$ cat src/design/branch_bit_pkg.sv
// package: constants and types for the branch and bit-set execution block
package branch_bit_pkg;
   localparam int PC_W = 21;
   localparam int ADDR_W = 12;
   localparam logic [7:0] OPC_BNOVF = 8'hE5;
   localparam logic [7:0] OPC_BNZERO = 8'hE1;
   localparam logic [4:0] OPC_BRAL = 5'h1A;
   localparam logic [3:0] OPC_BSETF = 4'h8;
   localparam logic [3:0] ACCESS_BANK = 4'h0;
   localparam logic [7:0] ACCESS_SPLIT = 8'h60;
   localparam logic [3:0] ACCESS_HIGH_BANK = 4'hF;
   localparam logic [PC_W-1:0] PC_RESET = 21'h000000;
   localparam logic [PC_W-1:0] PC_STEP = 21'h000002;
   localparam logic [1:0] Q_FIRST = 2'h0;
   localparam int BIT_POS_LSB = 9;
   localparam int BANK_SEL_POS = 8;
   typedef enum logic [1:0] {Q1_DECODE, Q2_READ, Q3_PROCESS, Q4_WRITE} qphase_t;
endpackage

$ cat src/design/dmem_port_if.sv
// interface: data-memory access lines between the core and its bit-modify unit
`timescale 1ns/1ps
`default_nettype none
interface dmem_port_if;
   logic [11:0] addr;
   logic [7:0]  rdData;
   logic [7:0]  wrData;
   logic        wrEn;
   logic [2:0]  bitSel;
   logic        doSet;
   logic [7:0]  modData;
   modport core (output addr, output bitSel, output doSet, input modData);
   modport unit (input bitSel, input doSet, input rdData, output modData);
endinterface
`default_nettype wire

$ cat src/design/bit_set_unit.sv
// bit-set modify stage: forces one selected bit of a read byte to one
`timescale 1ns/1ps
`default_nettype none
module bit_set_unit (
   dmem_port_if.unit port
);
   logic [7:0] mask;
   always_comb begin
      mask = 8'h01 << port.bitSel;
      port.modData = port.doSet ? (port.rdData | mask) : port.rdData;
   end
endmodule
`default_nettype wire

$ cat src/design/branch_and_bit_set_exec.sv
// execution logic: overflow/zero branches, relative branch, set file bit
// ------------------------------------------------------------
// ------------------------------------------------------------
`timescale 1ns/1ps
`default_nettype none
module branch_and_bit_set_exec (
   input  wire logic                               clk,
   input  wire logic                               sys_rst,
   input  wire logic [15:0]                        opcode,
   input  wire logic                               opValid,
   input  wire logic                               ovfFlag,
   input  wire logic                               zeroFlag,
   input  wire logic [3:0]                         bankSelectReg,
   input  wire logic [7:0]                         fileRdData,
   output logic [branch_bit_pkg::PC_W-1:0]         pc,
   output logic [branch_bit_pkg::ADDR_W-1:0]       fileAddr,
   output logic [7:0]                              fileWrData,
   output logic                                    fileWrEn,
   output logic                                    fileRdEn,
   output logic                                    statusWrEn,
   output logic                                    busyNop,
   output logic [1:0]                              qPhase
);
   // ------------------------------------------------------------
   // decode helpers
   // ------------------------------------------------------------
   function automatic logic [branch_bit_pkg::ADDR_W-1:0] fileAddrOf(
      input logic [15:0] op, input logic [3:0] bankReg);
      logic [3:0] bank;
      bank = bankReg;
      if (!op[branch_bit_pkg::BANK_SEL_POS]) begin
         bank = (op[7:0] < branch_bit_pkg::ACCESS_SPLIT) ? branch_bit_pkg::ACCESS_BANK
                                                        : branch_bit_pkg::ACCESS_HIGH_BANK;
      end
      return {bank, op[7:0]};
   endfunction

   branch_bit_pkg::qphase_t      qState_q, qState_d;
   logic [15:0]                  op_q, op_d;
   logic                         nop_q, nop_d;
   logic [branch_bit_pkg::PC_W-1:0] pc_q, pc_d, instAddr_q, instAddr_d;
   logic [7:0]                   wr_q, wr_d;
   logic                         wrEn_q, wrEn_d;
   logic                         isBrNoOvf, isBrNonZero, isBrAlways, isSetBit, take;
   logic [branch_bit_pkg::PC_W-1:0] offs;
   dmem_port_if port ();

   always_comb begin
      isBrNoOvf   = op_q[15:8] == branch_bit_pkg::OPC_BNOVF;
      isBrNonZero = op_q[15:8] == branch_bit_pkg::OPC_BNZERO;
      isBrAlways  = op_q[15:11] == branch_bit_pkg::OPC_BRAL;
      isSetBit    = op_q[15:12] == branch_bit_pkg::OPC_BSETF;
      take        = (isBrNoOvf && !ovfFlag) || (isBrNonZero && !zeroFlag)
                    || isBrAlways;
      if (isBrAlways) begin
         offs = {{(branch_bit_pkg::PC_W-12){op_q[10]}}, op_q[10:0], 1'b0};
      end else begin
         offs = {{(branch_bit_pkg::PC_W-9){op_q[7]}}, op_q[7:0], 1'b0};
      end
   end

   // ------------------------------------------------------------
   // bit-set path through the modify unit
   // ------------------------------------------------------------
   assign port.addr   = fileAddrOf(op_q, bankSelectReg);
   assign port.bitSel = op_q[branch_bit_pkg::BIT_POS_LSB +: 3];
   assign port.doSet  = isSetBit && !nop_q;
   assign port.rdData = fileRdData;
   assign port.wrData = wr_q;
   assign port.wrEn   = wrEn_q;
   bit_set_unit u_bit (.port(port.unit));

   // ------------------------------------------------------------
   // phase sequencer and execution
   // ------------------------------------------------------------
   always_comb begin
      qState_d = qState_q;
      op_d = op_q;
      nop_d = nop_q;
      pc_d = pc_q;
      instAddr_d = instAddr_q;
      wr_d = wr_q;
      wrEn_d = 1'b0;
      unique case (qState_q)
         branch_bit_pkg::Q1_DECODE: begin
            qState_d = branch_bit_pkg::Q2_READ;
            if (!nop_q) begin
               op_d = opValid ? opcode : 16'h0000;
               instAddr_d = pc_q;
               pc_d = pc_q + branch_bit_pkg::PC_STEP;
            end
         end
         branch_bit_pkg::Q2_READ: qState_d = branch_bit_pkg::Q3_PROCESS;
         branch_bit_pkg::Q3_PROCESS: begin
            qState_d = branch_bit_pkg::Q4_WRITE;
            if (isSetBit && !nop_q) begin
               wr_d = port.modData;
               wrEn_d = 1'b1;
            end
         end
         branch_bit_pkg::Q4_WRITE: begin
            qState_d = branch_bit_pkg::Q1_DECODE;
            if (nop_q) begin
               nop_d = 1'b0;
            end else if (take) begin
               pc_d = instAddr_q + branch_bit_pkg::PC_STEP + offs;
               nop_d = 1'b1;
            end
         end
      endcase
   end

   always_ff @(posedge clk) begin
      if (sys_rst) begin
         qState_q <= branch_bit_pkg::Q1_DECODE;
         op_q <= 16'h0000;
         nop_q <= 1'b0;
         pc_q <= branch_bit_pkg::PC_RESET;
         instAddr_q <= branch_bit_pkg::PC_RESET;
         wr_q <= 8'h00;
         wrEn_q <= 1'b0;
      end else begin
         qState_q <= qState_d;
         op_q <= op_d;
         nop_q <= nop_d;
         pc_q <= pc_d;
         instAddr_q <= instAddr_d;
         wr_q <= wr_d;
         wrEn_q <= wrEn_d;
      end
   end

   assign pc = pc_q;
   assign fileAddr = port.addr;
   assign fileWrData = port.wrData;
   assign fileWrEn = port.wrEn;
   assign fileRdEn = (qState_q == branch_bit_pkg::Q2_READ) && isSetBit && !nop_q;
   assign statusWrEn = 1'b0;
   assign busyNop = nop_q;
   assign qPhase = qState_q;

   // ------------------------------------------------------------
   // assertions
   // ------------------------------------------------------------
   property p_branch_if_no_overflow_cond;
      @(posedge clk) disable iff (sys_rst)
      (qState_q == branch_bit_pkg::Q4_WRITE && !nop_q && isBrNoOvf) |=> (nop_q == !$past(ovfFlag));
   endproperty
   a_branch_if_no_overflow_cond: assert property (p_branch_if_no_overflow_cond) else $error("overflow branch decision wrong");
   property p_bnz_cond;
      @(posedge clk) disable iff (sys_rst)
      (qState_q == branch_bit_pkg::Q4_WRITE && !nop_q && isBrNonZero)
      |=> (nop_q == !$past(zeroFlag));
   endproperty
   a_bnz_cond: assert property (p_bnz_cond) else $error("zero branch decision wrong");
   property p_target;
      @(posedge clk) disable iff (sys_rst)
      (qState_q == branch_bit_pkg::Q4_WRITE && !nop_q && take)
      |=> (pc_q == $past(instAddr_q) + branch_bit_pkg::PC_STEP + $past(offs));
   endproperty
   a_target: assert property (p_target) else $error("branch target wrong");
   property p_cond_offs;
      @(posedge clk) disable iff (sys_rst)
      (isBrNonZero || isBrNoOvf) |-> (offs[8:0] == {op_q[7:0], 1'b0}) && (offs[20] == op_q[7]);
   endproperty
   a_cond_offs: assert property (p_cond_offs) else $error("short offset wrong");
   property p_bra_offs;
      @(posedge clk) disable iff (sys_rst)
      isBrAlways |-> (offs[11:0] == {op_q[10:0], 1'b0}) && (offs[20] == op_q[10]);
   endproperty
   a_bra_offs: assert property (p_bra_offs) else $error("long offset wrong");
   property p_nop_cycle;
      @(posedge clk) disable iff (sys_rst)
      $rose(nop_q) |-> nop_q [*4] ##1 !nop_q;
   endproperty
   a_nop_cycle: assert property (p_nop_cycle) else $error("idle cycle length wrong");
   property p_bra_two;
      @(posedge clk) disable iff (sys_rst)
      (qState_q == branch_bit_pkg::Q4_WRITE && !nop_q && isBrAlways) |=> nop_q;
   endproperty
   a_bra_two: assert property (p_bra_two) else $error("always branch not two cycles");
   property p_not_taken;
      @(posedge clk) disable iff (sys_rst)
      (qState_q == branch_bit_pkg::Q4_WRITE && !nop_q && !take)
      |=> (pc_q == $past(pc_q)) && !nop_q;
   endproperty
   a_not_taken: assert property (p_not_taken) else $error("untaken branch wrote PC");
   property p_no_status;
      @(posedge clk) disable iff (sys_rst) !statusWrEn;
   endproperty
   a_no_status: assert property (p_no_status) else $error("status written");
   property p_bsf_write;
      @(posedge clk) disable iff (sys_rst)
      fileWrEn |-> qState_q == branch_bit_pkg::Q4_WRITE && isSetBit
         && fileWrData[op_q[11:9]] && ($past(fileRdData) | fileWrData) == fileWrData;
   endproperty
   a_bsf_write: assert property (p_bsf_write) else $error("bit set write wrong");
   property p_bank;
      @(posedge clk) disable iff (sys_rst)
      (isSetBit && op_q[8]) |-> fileAddr[11:8] == bankSelectReg;
   endproperty
   a_bank: assert property (p_bank) else $error("bank select wrong");
   // the modify unit sets the chosen bit and passes every other bit through
   property p_only_bit;
      @(posedge clk) disable iff (sys_rst)
      port.doSet |-> port.modData[port.bitSel]
         && (((port.modData ^ port.rdData) & ~(8'h01 << port.bitSel)) == 8'h00);
   endproperty
   a_only_bit: assert property (p_only_bit) else $error("bit set touched other bits");
   c_no_ovf: cover property (@(posedge clk) $rose(nop_q) && $past(isBrNoOvf));
   c_non_zero: cover property (@(posedge clk) $rose(nop_q) && $past(isBrNonZero));
   c_always: cover property (@(posedge clk) $rose(nop_q) && $past(isBrAlways));
   c_set_bit: cover property (@(posedge clk) fileWrEn);
endmodule
`default_nettype wire

$ cat config.mk
export PLATFORM = sky130hd
export DESIGN_NAME = branch_and_bit_set_exec
export DESIGN_NICKNAME = d
export VERILOG_FILES = /design/src/design/branch_bit_pkg.sv /design/src/design/dmem_port_if.sv /design/src/design/bit_set_unit.sv /design/src/design/branch_and_bit_set_exec.sv
export SDC_FILE = /design/constraint.sdc
export NUM_CORES = 1
export LEC_CHECK = 0
export ABC_CLOCK_PERIOD_IN_PS = 6900
export BUFFER_PORTS_ARGS = -buffer_cell sky130_fd_sc_hd__buf_2
export CORE_MARGIN = 2
export CORE_UTILIZATION = 50
export CTS_CLUSTER_DIAMETER = 120
export DETAILED_ROUTE_END_ITERATION = 8
export PLACE_DENSITY = 0.71
export REMOVE_ABC_BUFFERS = 1
export SLEW_MARGIN = 40
export SYNTH_ARGS = -nofsm -noshare
export SYNTH_HDL_FRONTEND = slang
export SYNTH_SLANG_ARGS = --single-unit
$ cat constraint.sdc
create_clock -name clk -period 6.9 [get_ports clk]
set_input_delay 0 -clock clk [delete_from_list [all_inputs] [get_ports clk]]
set_output_delay 0 -clock clk [all_outputs]
set_load 0.1 [all_outputs]
==> out/results.tsv, run 1 <==
stage	metric	value	unit
synthesis	area of the mapped netlist	4484	sq um
cts	Root Driver	clkbuf_8	
min_path	hold path endpoint	fileWrData[7]	
cts	worst skew pair latency	0.36	ns
cts	CTS tree	done	
min_path	hold depth	3	
floorplan	Die H	98.70	um
final_layout	fin nets	724	
outcome	failing checks	hold timing	
timing	crit path time final	3.541	ns
global_routing	Total GRT Usage	26.23	%
synthesis	Syn Inst Count	579	
min_path	Hold Path Class	in2reg	
critical_path	WS Path Type	reg2reg	
critical_path	CP Max Fanout	10	
timing	RSZ-0062 raised after global routing	no	
floorplan	full die area	9742	sq um
synthesis	Avg Cell Area, Syn	7.745	sq um
routing	DRT iter0 DRCs	314	
floorplan	Core Box Area	8721	sq um
final_layout	Design Area, Final	5279	sq um
final_layout	layout cells sized above 1	17.33	%
routing	DRT antenna net count	0	
floorplan	Row Count	34	
floorplan	die width	98.70	um
placement	Post-DP Area	4845	sq um
timing	Slew Viols, Final	0	
cts	CTS Sinks	70	
final_layout	Area growth, synth to finish	17.72	%
synthesis	cell with the most instances after synthesis	nand2_1	
critical_path	crit path launch type	register	
floorplan	I/O pins	80	
placement	placed cells	726	
global_routing	first-pass GRT wire length	20.73	mm
job	total of max-cap violations	0	
critical_path	crit end category	register	
power_and_ir_drop	Power Density	280.6	nW/um^2
timing	Slew @ Worst Pin	0.7557	ns
cts	Clock transition at path regs	0.08	ns
synthesis	Netlist cell types	58	
routing	drt pass-1 iters	5	
routing	via/cell ratio	5.870	
outcome	outcome	finished, violations left	
placement	# port buffers	78	
placement	DP HPWL	8.747	mm
synthesis	Synth Register Bits	70	
global_routing	GRT Residual Overflow	0	
timing	Fin Setup TNS	0	ns
synthesis	largest cells by area after synthesis	dfxtp_1, ha_1, a21oi_1	
timing	Fin. Hold Viols	1	
critical_path	WP data required	7.20	ns
synthesis	Seq/Total Area, Yosys	31.25	%
cts	CTS max path bufs	2	
timing	Setup Skew	0.01168	ns
final_layout	Fillers	826	
cts	TritonCTS buffer count	9	
timing	max_slew headroom	49.62	%
timing	Fmax	0.2824	GHz
synthesis	number of synthesized flops with an enable pin	0	
routing	number of remaining DRC errors	0	
synthesis	top cell type's share of synthesized area	31.25	%
global_routing	largest net degree at the start of global routing	64	
timing	setup violators final	0	
synthesis	YS warnings	0	
routing	Total Wirelength	12.73	mm
synthesis	commonest cells in the netlist	nand2_1, a21oi_1, dfxtp_1	
floorplan	Initial Utilization	51.42	%
placement	GPL Wtd Cong	0.9406	
critical_path	R2R cell count	11	
global_routing	initial antenna violation count	0	
synthesis	leading area contributor after synthesis	dfxtp_1	
critical_path	r2r endpoint	pc[20]	
power_and_ir_drop	Peak supply drop	0.2402	mV
critical_path	worst reg2reg startpoint	op_q[15]	
power_and_ir_drop	static leakage	0.002368	uW
critical_path	R2R setup slack	3.36	ns
routing	total number of vias	4461	
synthesis	asr flop ratio synth	0	%
global_routing	vias in the first global route	4376	
timing	fin crit share	51.31	%
routing	drt wl/cell	16.75	um
min_path	hold_sp	fileRdData[7]	
synthesis	top_reg_cell synth	dfxtp_1	
cts	H-tree depth	3	
final_layout	antenna cells	0	
timing	worst hold margin	-0.004242	ns
critical_path	crit path DAT	3.84	ns
final_layout	final non-filler cell total	760	
timing repair:
item | in CTS | in global routing
setup buffers | 0 | 0
endpoints found under the hold margin | 19 | 0
hold buffers | 19 | 0
resized for setup | 0 | 0
cell type report:
cell class / instances / area, sq um / area share (%)
Clock buffer: 10 / 137.6 / 2.607
Tap cell: 108 / 135.1 / 2.560
Multi-Input combinational cell: 450 / 2828 / 53.57
Inverter: 16 / 60.06 / 1.138
Sequential cell: 70 / 1401 / 26.55
Timing Repair Buffer: 101 / 610.6 / 11.57
Clock inverter: 5 / 106.4 / 2.015
critical path, stage by stage, from the launching register on:
cell and delay [ns]:
dfxtp_1 0.40, and4b_1 0.26, and2_1 0.20, mux2_2 0.48, ha_1 0.33, ha_1 0.40, a21o_1 0.24, a31o_2 0.28
o311ai_0 0.38, o211ai_1 0.17, xor2_1 0.19, a21oi_1 0.14
report_power, final:
| part | total [uW] | internal (uW) | leakage [uW] | switching (uW) |
|---|---|---|---|---|
| Sequential | 483 | 438 | 0.000567 | 45.0 |
| Clock | 421 | 249 | 0.000119 | 172 |
| Combinational | 577 | 131 | 0.00168 | 445 |
| Total | 1480 | 819 | 0.00237 | 662 |
sequential cells by signal, indices dropped and copies added, names as in the netlist:
signal      cells
busyNop         1
fileWrData      8
op_q           16
instAddr_q     21
pc             21
fileWrEn        1
qPhase          2
cells in the final DEF (no fill, tap or decap), types with 4 or more instances in the layout:
cell type | netlist | layout
a211oi_1 | 20 | 20
a21o_1 | 15 | 15
a21oi_1 | 70 | 70
a22oi_1 | 5 | 5
a31oi_1 | 13 | 13
and3_1 | 14 | 14
buf_2 | 3 | 78
buf_4 | 10 | 4
clkbuf_8 | 0 | 10
dfxtp_1 | 70 | 70
dlygate4sd3_1 | 0 | 19
ha_1 | 42 | 41
inv_1 | 16 | 16
mux2_2 | 4 | 4
nand2_1 | 92 | 92
nand3_1 | 27 | 27
nand4_1 | 6 | 6
nor2_1 | 41 | 40
nor3_1 | 5 | 5
nor4_1 | 4 | 4
o21ai_0 | 18 | 18
o221ai_1 | 4 | 4
or3_1 | 4 | 4
xnor2_1 | 5 | 5
xor2_1 | 6 | 6
how the worst max path moves through the flow:
stage / startpoint / endpoint / slack, ns / depth (start not counted)
after floorplan: qPhase[1] / pc[12] / 3.47 / 7
after global placement: op_q[15] / pc[15] / 3.45 / 11
after detailed placement: op_q[15] / pc[20] / 3.43 / 11
after CTS: op_q[15] / pc[20] / 3.39 / 11
after global routing: op_q[15] / pc[20] / 3.13 / 11
final: op_q[15] / pc[20] / 3.36 / 11
logic make-up after synthesis:
| kind of cell | count (synthesis) | share of synthesized area, % |
|---|---|---|
| and+or+nand+nor | 214 | 22.04 |
| AOI/OAI and AO/OA | 175 | 25.00 |
| DFF | 70 | 31.25 |
| buffers and inverters | 59 | 5.859 |
| adders and majority gates | 43 | 12.17 |
| xor gates and xnor gates | 11 | 2.148 |
| muxes | 6 | 1.451 |
| other | 1 | 0.08363 |
through the flow:
stage | setup slack [ns] | hold WS [ns] | utilization (%) | total power, uW
after global routing | 3.132 | 0.01209 | 60.53 | 1548
after global placement | 3.448 | 0.2726 | 55.50 | 1046
after floorplan | 3.472 | 0.06886 | - | 905.7
after CTS | 3.394 | 0.0004183 | 60.53 | 1481
final | 3.359 | -0.004242 | 60.53 | 1481
after detailed placement | 3.433 | 0.2784 | 55.55 | 1056
routing by layer:
| metal | vias to the layer above | share of wire (%) | GRT usage (%) |
|---|---|---|---|
| met3 | 12 | 5.3 | 4.681 |
| met5 | - | 0 | 0 |
| li1 | 2232 | - | - |
| met4 | 0 | 0.94 | 6.955 |
| met1 | 2092 | 46 | 34.28 |
| met2 | 125 | 48 | 44.85 |
No activity file was read; power rests on OpenSTA's default activity.
==> inputs of run 2 (changes only) <==
ABC_CLOCK_PERIOD_IN_PS = 3100   (was 6900)
PLACE_DENSITY = 0.73   (was 0.71)
clock period = 3.1 ns   (was 6.9 ns; I/O delays follow)
==> out/results.tsv, run 2 (synthesis gave the netlist of run 1 again) <==
stage	metric	value	unit
outcome	outcome	completed	
cts	TritonCTS buffer count	9	
timing	Setup Skew	0.009357	ns
cts	worst skew pair latency	0.35	ns
global_routing	initial antenna violation count	0	
placement	# port buffers	78	
global_routing	vias in the first global route	4485	
timing	Final WS setup	0.04598	ns
final_layout	final non-filler cell total	785	
critical_path	Worst path max stage delay	0.37	ns
power_and_ir_drop	static leakage	0.002500	uW
final_layout	FF+latch area	1401	sq um
power_and_ir_drop	switching power	1484	uW
global_routing	largest net degree at the start of global routing	38	
critical_path	CP Max Fanout	3	
final_layout	Fillers	729	
global_routing	GRT Residual Overflow	0	
placement	DP HPWL	9.509	mm
cts	Root Driver	clkbuf_8	
final_layout	Area growth, synth to finish	24.00	%
final_layout	antenna cells	0	
timing	Slew @ Worst Pin	0.7397	ns
critical_path	crit end category	register	
global_routing	first-pass GRT wire length	21.80	mm
power_and_ir_drop	Flop pwr share	32.8	%
critical_path	CP Cell Sequence	and4b_1 -> and2_4 -> mux2_2 -> ha_1 -> ha_4 -> nand2_1 -> o21ai_2 -> o21a_2 -> a31oi_4 -> xor2_1 -> a2111oi_2	
routing	total number of vias	4748	
timing	crit path time final	3.054	ns
critical_path	crit path DAT	3.30	ns
routing	DRT antenna net count	0	
floorplan	Initial Utilization	51.42	%
timing	setup violators final	0	
routing	drt wl/cell	17.38	um
floorplan	Row Count	34	
power_and_ir_drop	Peak supply drop	0.7146	mV
cts	CTS Sinks	70	
floorplan	Die H	98.70	um
power_and_ir_drop	sw frac	45.49	%
final_layout	most frequent cells in the layout	nand2_1, buf_2, dfxtp_1	
routing	DRT iter0 DRCs	252	
placement	placed cells	748	
placement	GPL Wtd Cong	1.045	
critical_path	crit path launch type	register	
power_and_ir_drop	Power Density	586.8	nW/um^2
power_and_ir_drop	combinational power share	42.1	%
timing	Fin. Hold Viols	0	
final_layout	most common cell after layout, fill and taps aside	nand2_1	
final_layout	layout cells sized above 1	22.75	%
timing	Fmax	0.3274	GHz
min_path	Hold Path Class	in2reg	
floorplan	Core Box Area	8721	sq um
floorplan	die width	98.70	um
floorplan	full die area	9742	sq um
job	total of max-cap violations	0	
floorplan	I/O pins	80	
critical_path	WS Path Type	reg2reg	
power_and_ir_drop	internal power	1779	uW
cts	CTS tree	done	
timing	max_slew headroom	49.99	%
cts	Clock transition at path regs	0.08	ns
global_routing	Total GRT Usage	27.55	%
placement	DP Worst Slack	-0.09464	ns
cts	H-tree depth	3	
timing	fin crit share	98.52	%
routing	drt pass-1 iters	5	
cts	CTS max path bufs	2	
critical_path	CP max-delay cell	a2111oi_2	
timing	Slew Viols, Final	0	
routing	Total Wirelength	13.65	mm
routing	via/cell ratio	6.048	
critical_path	WP data required	3.34	ns
final_layout	fin nets	748	
power_and_ir_drop	power share of the clock group	25.1	%
routing	number of remaining DRC errors	0	
final_layout	area of the multi-input gates	2954	sq um
[run 2: metrics by stage]
stage          TNS [ns]  util (%)  cell area (sq um)  total power [uW]  hold WS [ns]
2_1_floorplan    -4.030         -               4282              2016       0.06886
3_3_place_gp    -0.1039     57.39               5005              2377        0.2726
3_5_place_dp    -0.2332     57.39               5005              2408        0.2781
4_1_cts               0     62.47               5448              3249      0.008076
5_1_grt        -0.07688     63.76               5560              3424       0.04608
6_report              0     63.76               5560              3263       0.01424
[run 2: final cells by class]
type | count | area share (%)
inverters | 16 | 1.080
clock inverters | 6 | 1.553
multi-input cells | 450 | 53.13
clock buffers | 10 | 2.295
well taps | 108 | 2.430
repair buffers | 125 | 14.31
flip-flops and latches | 70 | 25.20
[run 2: routing by layer]
metal	wire (um)	global-route usage [%]	vias up
met4	286	9.800	0
met1	5964	37.15	2250
met2	6441	45.05	199
met5	0	0	-
li1	-	-	2274
met3	955	4.113	25
[run 2: worst max-delay path: cells and delay by family, from the launching register on]
family,cells,cell delay (ns)
AO/OA/AOI/OAI,4,0.97
XOR/XNOR,1,0.17
adder cells (fa/ha/maj),2,0.61
flip-flops,1,0.32
multiplexers,1,0.34
AND/OR/NAND/NOR,3,0.54
[run 2: power groups by stage]
| stage | sequential (uW) | combinational, uW | clock (uW) |
|---|---|---|---|
| finish | 1070 | 1370 | 820 |
| global route | 1080 | 1470 | 868 |
| CTS | 1070 | 1350 | 833 |
| detailed placement | 1090 | 1320 | 0 |
| global placement | 1080 | 1300 | 0 |
| floorplan | 1430 | 583 | 0 |
[run 2: path summary, 6_finish.rpt]
check                              startpoint            end  slack [ns]  depth (start not counted)
worst max-delay path                 op_q[13]         pc[12]        0.05                         11
worst min-delay path            fileRdData[6]  fileWrData[6]        0.01                          3
worst max register to register       op_q[13]         pc[12]        0.05                         11
worst min register to register  instAddr_q[0]          pc[0]        0.46                          2
[run 2: what timing repair did]
| item | 4_1_cts | 5_1_grt |
|---|---|---|
| setup buffers | 0 | 0 |
| resized for setup | 6 | 21 |
| pin swaps | 0 | 6 |
| hold buffers | 21 | 0 |
| hold endpoints to repair | 21 | 0 |
| gates cloned | 0 | 0 |
| setup endpoints to repair | 5 | 7 |
==> inputs of run 3 (changes only) <==
MAX_ROUTING_LAYER = met4   (was default)
==> out/results.tsv, run 3 (synthesis gave the netlist of run 1 again) <==
stage	metric	value	unit
placement	placed cells	748	
global_routing	first-pass GRT wire length	21.34	mm
critical_path	Worst path max stage delay	0.33	ns
critical_path	CP bufs+invs	0	
timing	crit path time final	3.037	ns
critical_path	R2R setup slack	0.06	ns
routing	number of remaining DRC errors	0	
critical_path	WS Path Type	reg2reg	
global_routing	GRT Residual Overflow	0	
job	total of max-cap violations	0	
power_and_ir_drop	static leakage	0.002502	uW
final_layout	layout cells sized above 1	22.21	%
final_layout	most common cell after layout, fill and taps aside	nand2_1	
cts	TritonCTS buffer count	9	
critical_path	worst reg2reg startpoint	op_q[13]	
min_path	Hold Path Class	in2reg	
global_routing	vias in the first global route	4378	
final_layout	Design Area, Final	5548	sq um
critical_path	R2R cell count	11	
timing	setup violators final	0	
final_layout	antenna cells	0	
timing	Final WS setup	0.06265	ns
min_path	hold depth	3	
critical_path	most frequent CP cell	ha_1	
floorplan	Core Box Area	8721	sq um
outcome	outcome	completed	
timing	RSZ-0062 raised after global routing	yes	
timing	Fmax	0.3292	GHz
cts	worst skew pair latency	0.35	ns
timing	fin crit share	97.98	%
power_and_ir_drop	Power Density	589.6	nW/um^2
timing	Slew Viols, Final	0	
placement	# port buffers	78	
floorplan	die width	98.70	um
placement	GPL Wtd Cong	1.010	
timing	worst hold margin	0.007295	ns
routing	DRT antenna net count	0	
floorplan	Row Count	34	
critical_path	crit path DAT	3.27	ns
timing	Setup Skew	0.01104	ns
critical_path	crit end category	register	
cts	H-tree depth	3	
cts	Root Driver	clkbuf_8	
critical_path	delay-heaviest family, CP	compound AO/OA/AOI/OAI gates	
critical_path	CP Cell Sequence	and4b_1 -> and2_4 -> mux2_2 -> ha_1 -> ha_1 -> nand2_1 -> o21ai_1 -> o21a_1 -> a31oi_2 -> xor2_1 -> a2111oi_2	
placement	Post-DP Area	5005	sq um
placement	DP Worst Slack	-0.08404	ns
min_path	hold path endpoint	fileWrData[7]	
timing	Fin. Hold Viols	0	
cts	CTS max path bufs	2	
power_and_ir_drop	Peak supply drop	0.6289	mV
cts	CTS Sinks	70	
floorplan	Die H	98.70	um
final_layout	Area growth, synth to finish	23.72	%
routing	total number of vias	4706	
global_routing	largest net degree at the start of global routing	40	
routing	Total Wirelength	13.48	mm
floorplan	I/O pins	80	
final_layout	final non-filler cell total	788	
routing	drt pass-1 iters	5	
critical_path	crit path launch type	register	
critical_path	CP max-delay cell	mux2_2	
cts	Clock transition at path regs	0.08	ns
timing	max_slew headroom	52.36	%
placement	DP HPWL	9.450	mm
floorplan	Initial Utilization	51.42	%
min_path	hold_sp	fileRdData[7]	
global_routing	Total GRT Usage	27.97	%
final_layout	fin nets	751	
timing	Slew @ Worst Pin	0.7080	ns
cts	CTS tree	done	
critical_path	r2r endpoint	pc[12]	
routing	drt wl/cell	17.11	um
final_layout	most frequent cells in the layout	nand2_1, buf_2, dfxtp_1	
routing	DRT iter0 DRCs	345	
floorplan	full die area	9742	sq um
global_routing	initial antenna violation count	0	
final_layout	Final Util	63.62	%
routing	via/cell ratio	5.972	
critical_path	CP Max Fanout	3	
critical_path	WP data required	3.33	ns
[run 3: changes by cell type in the layout (fill, tap and decap cells not counted), sizes merged]
cell,previous run,this run
buf,104,107
clkbuf,10,11
clkinv,3,1
inv,16,17
[run 3: cell type report]
type | count | area [sq um]
timing repair buffer | 128 | 818.3
clock buffer | 11 | 141.4
clock inverter | 5 | 81.33
multi-input combinational | 450 | 2910
sequential | 70 | 1401
fill | 772 | 3173
tap | 108 | 135.1
inverter | 16 | 60.06
[run 3: worst max path at each step]
stage	start	endpoint	slack, ns	cells past startpoint
after floorplan	qPhase[1]	pc[12]	-0.33	7
after global placement	op_q[13]	pc[12]	-0.07	11
after detailed placement	op_q[13]	pc[12]	-0.08	11
after CTS	op_q[13]	pc[12]	0.02	11
after global routing	op_q[13]	pc[16]	-0.02	13
final	op_q[13]	pc[12]	0.06	11
[run 3: what timing repair did]
item / in CTS / in global routing
buffers inserted: 0 / 3
resized for setup: 6 / 14
endpoints found under the setup margin: 4 / 6
cloned: 0 / 0
hold endpoints to repair: 21 / 0
pin swaps: 0 / 6
hold buffers: 21 / 0
[run 3: worst reg2reg max path: stages (launching register included)]
cell	delay, ns
dfxtp_1	0.32
and4b_1	0.29
and2_4	0.18
mux2_2	0.33
ha_1	0.27
ha_1	0.33
nand2_1	0.06
o21ai_1	0.27
o21a_1	0.24
a31oi_2	0.11
xor2_1	0.18
a2111oi_2	0.33
[run 3: power by group]
group	leakage [uW]	internal [uW]	switching, uW
sequential	0.000567	976	92.3
combinational	0.00182	344	1020
clock	0.000110	477	364
[run 3: through the flow]
stage	total power (uW)	setup TNS [ns]
after floorplan	2016	-4.030
after global placement	2373	-0.09776
after detailed placement	2404	-0.1496
after CTS	3259	0
after global routing	3430	-0.03401
final	3271	0
[run 3: metal layers]
metal | global-route usage (%) | up-vias | wire length (um)
li1 | - | 2286 | -
met1 | 36.05 | 2225 | 6060
met2 | 45.37 | 175 | 6335
met3 | 4.681 | 20 | 864
met4 | 8.219 | 0 | 220
met5 | - | - | 0
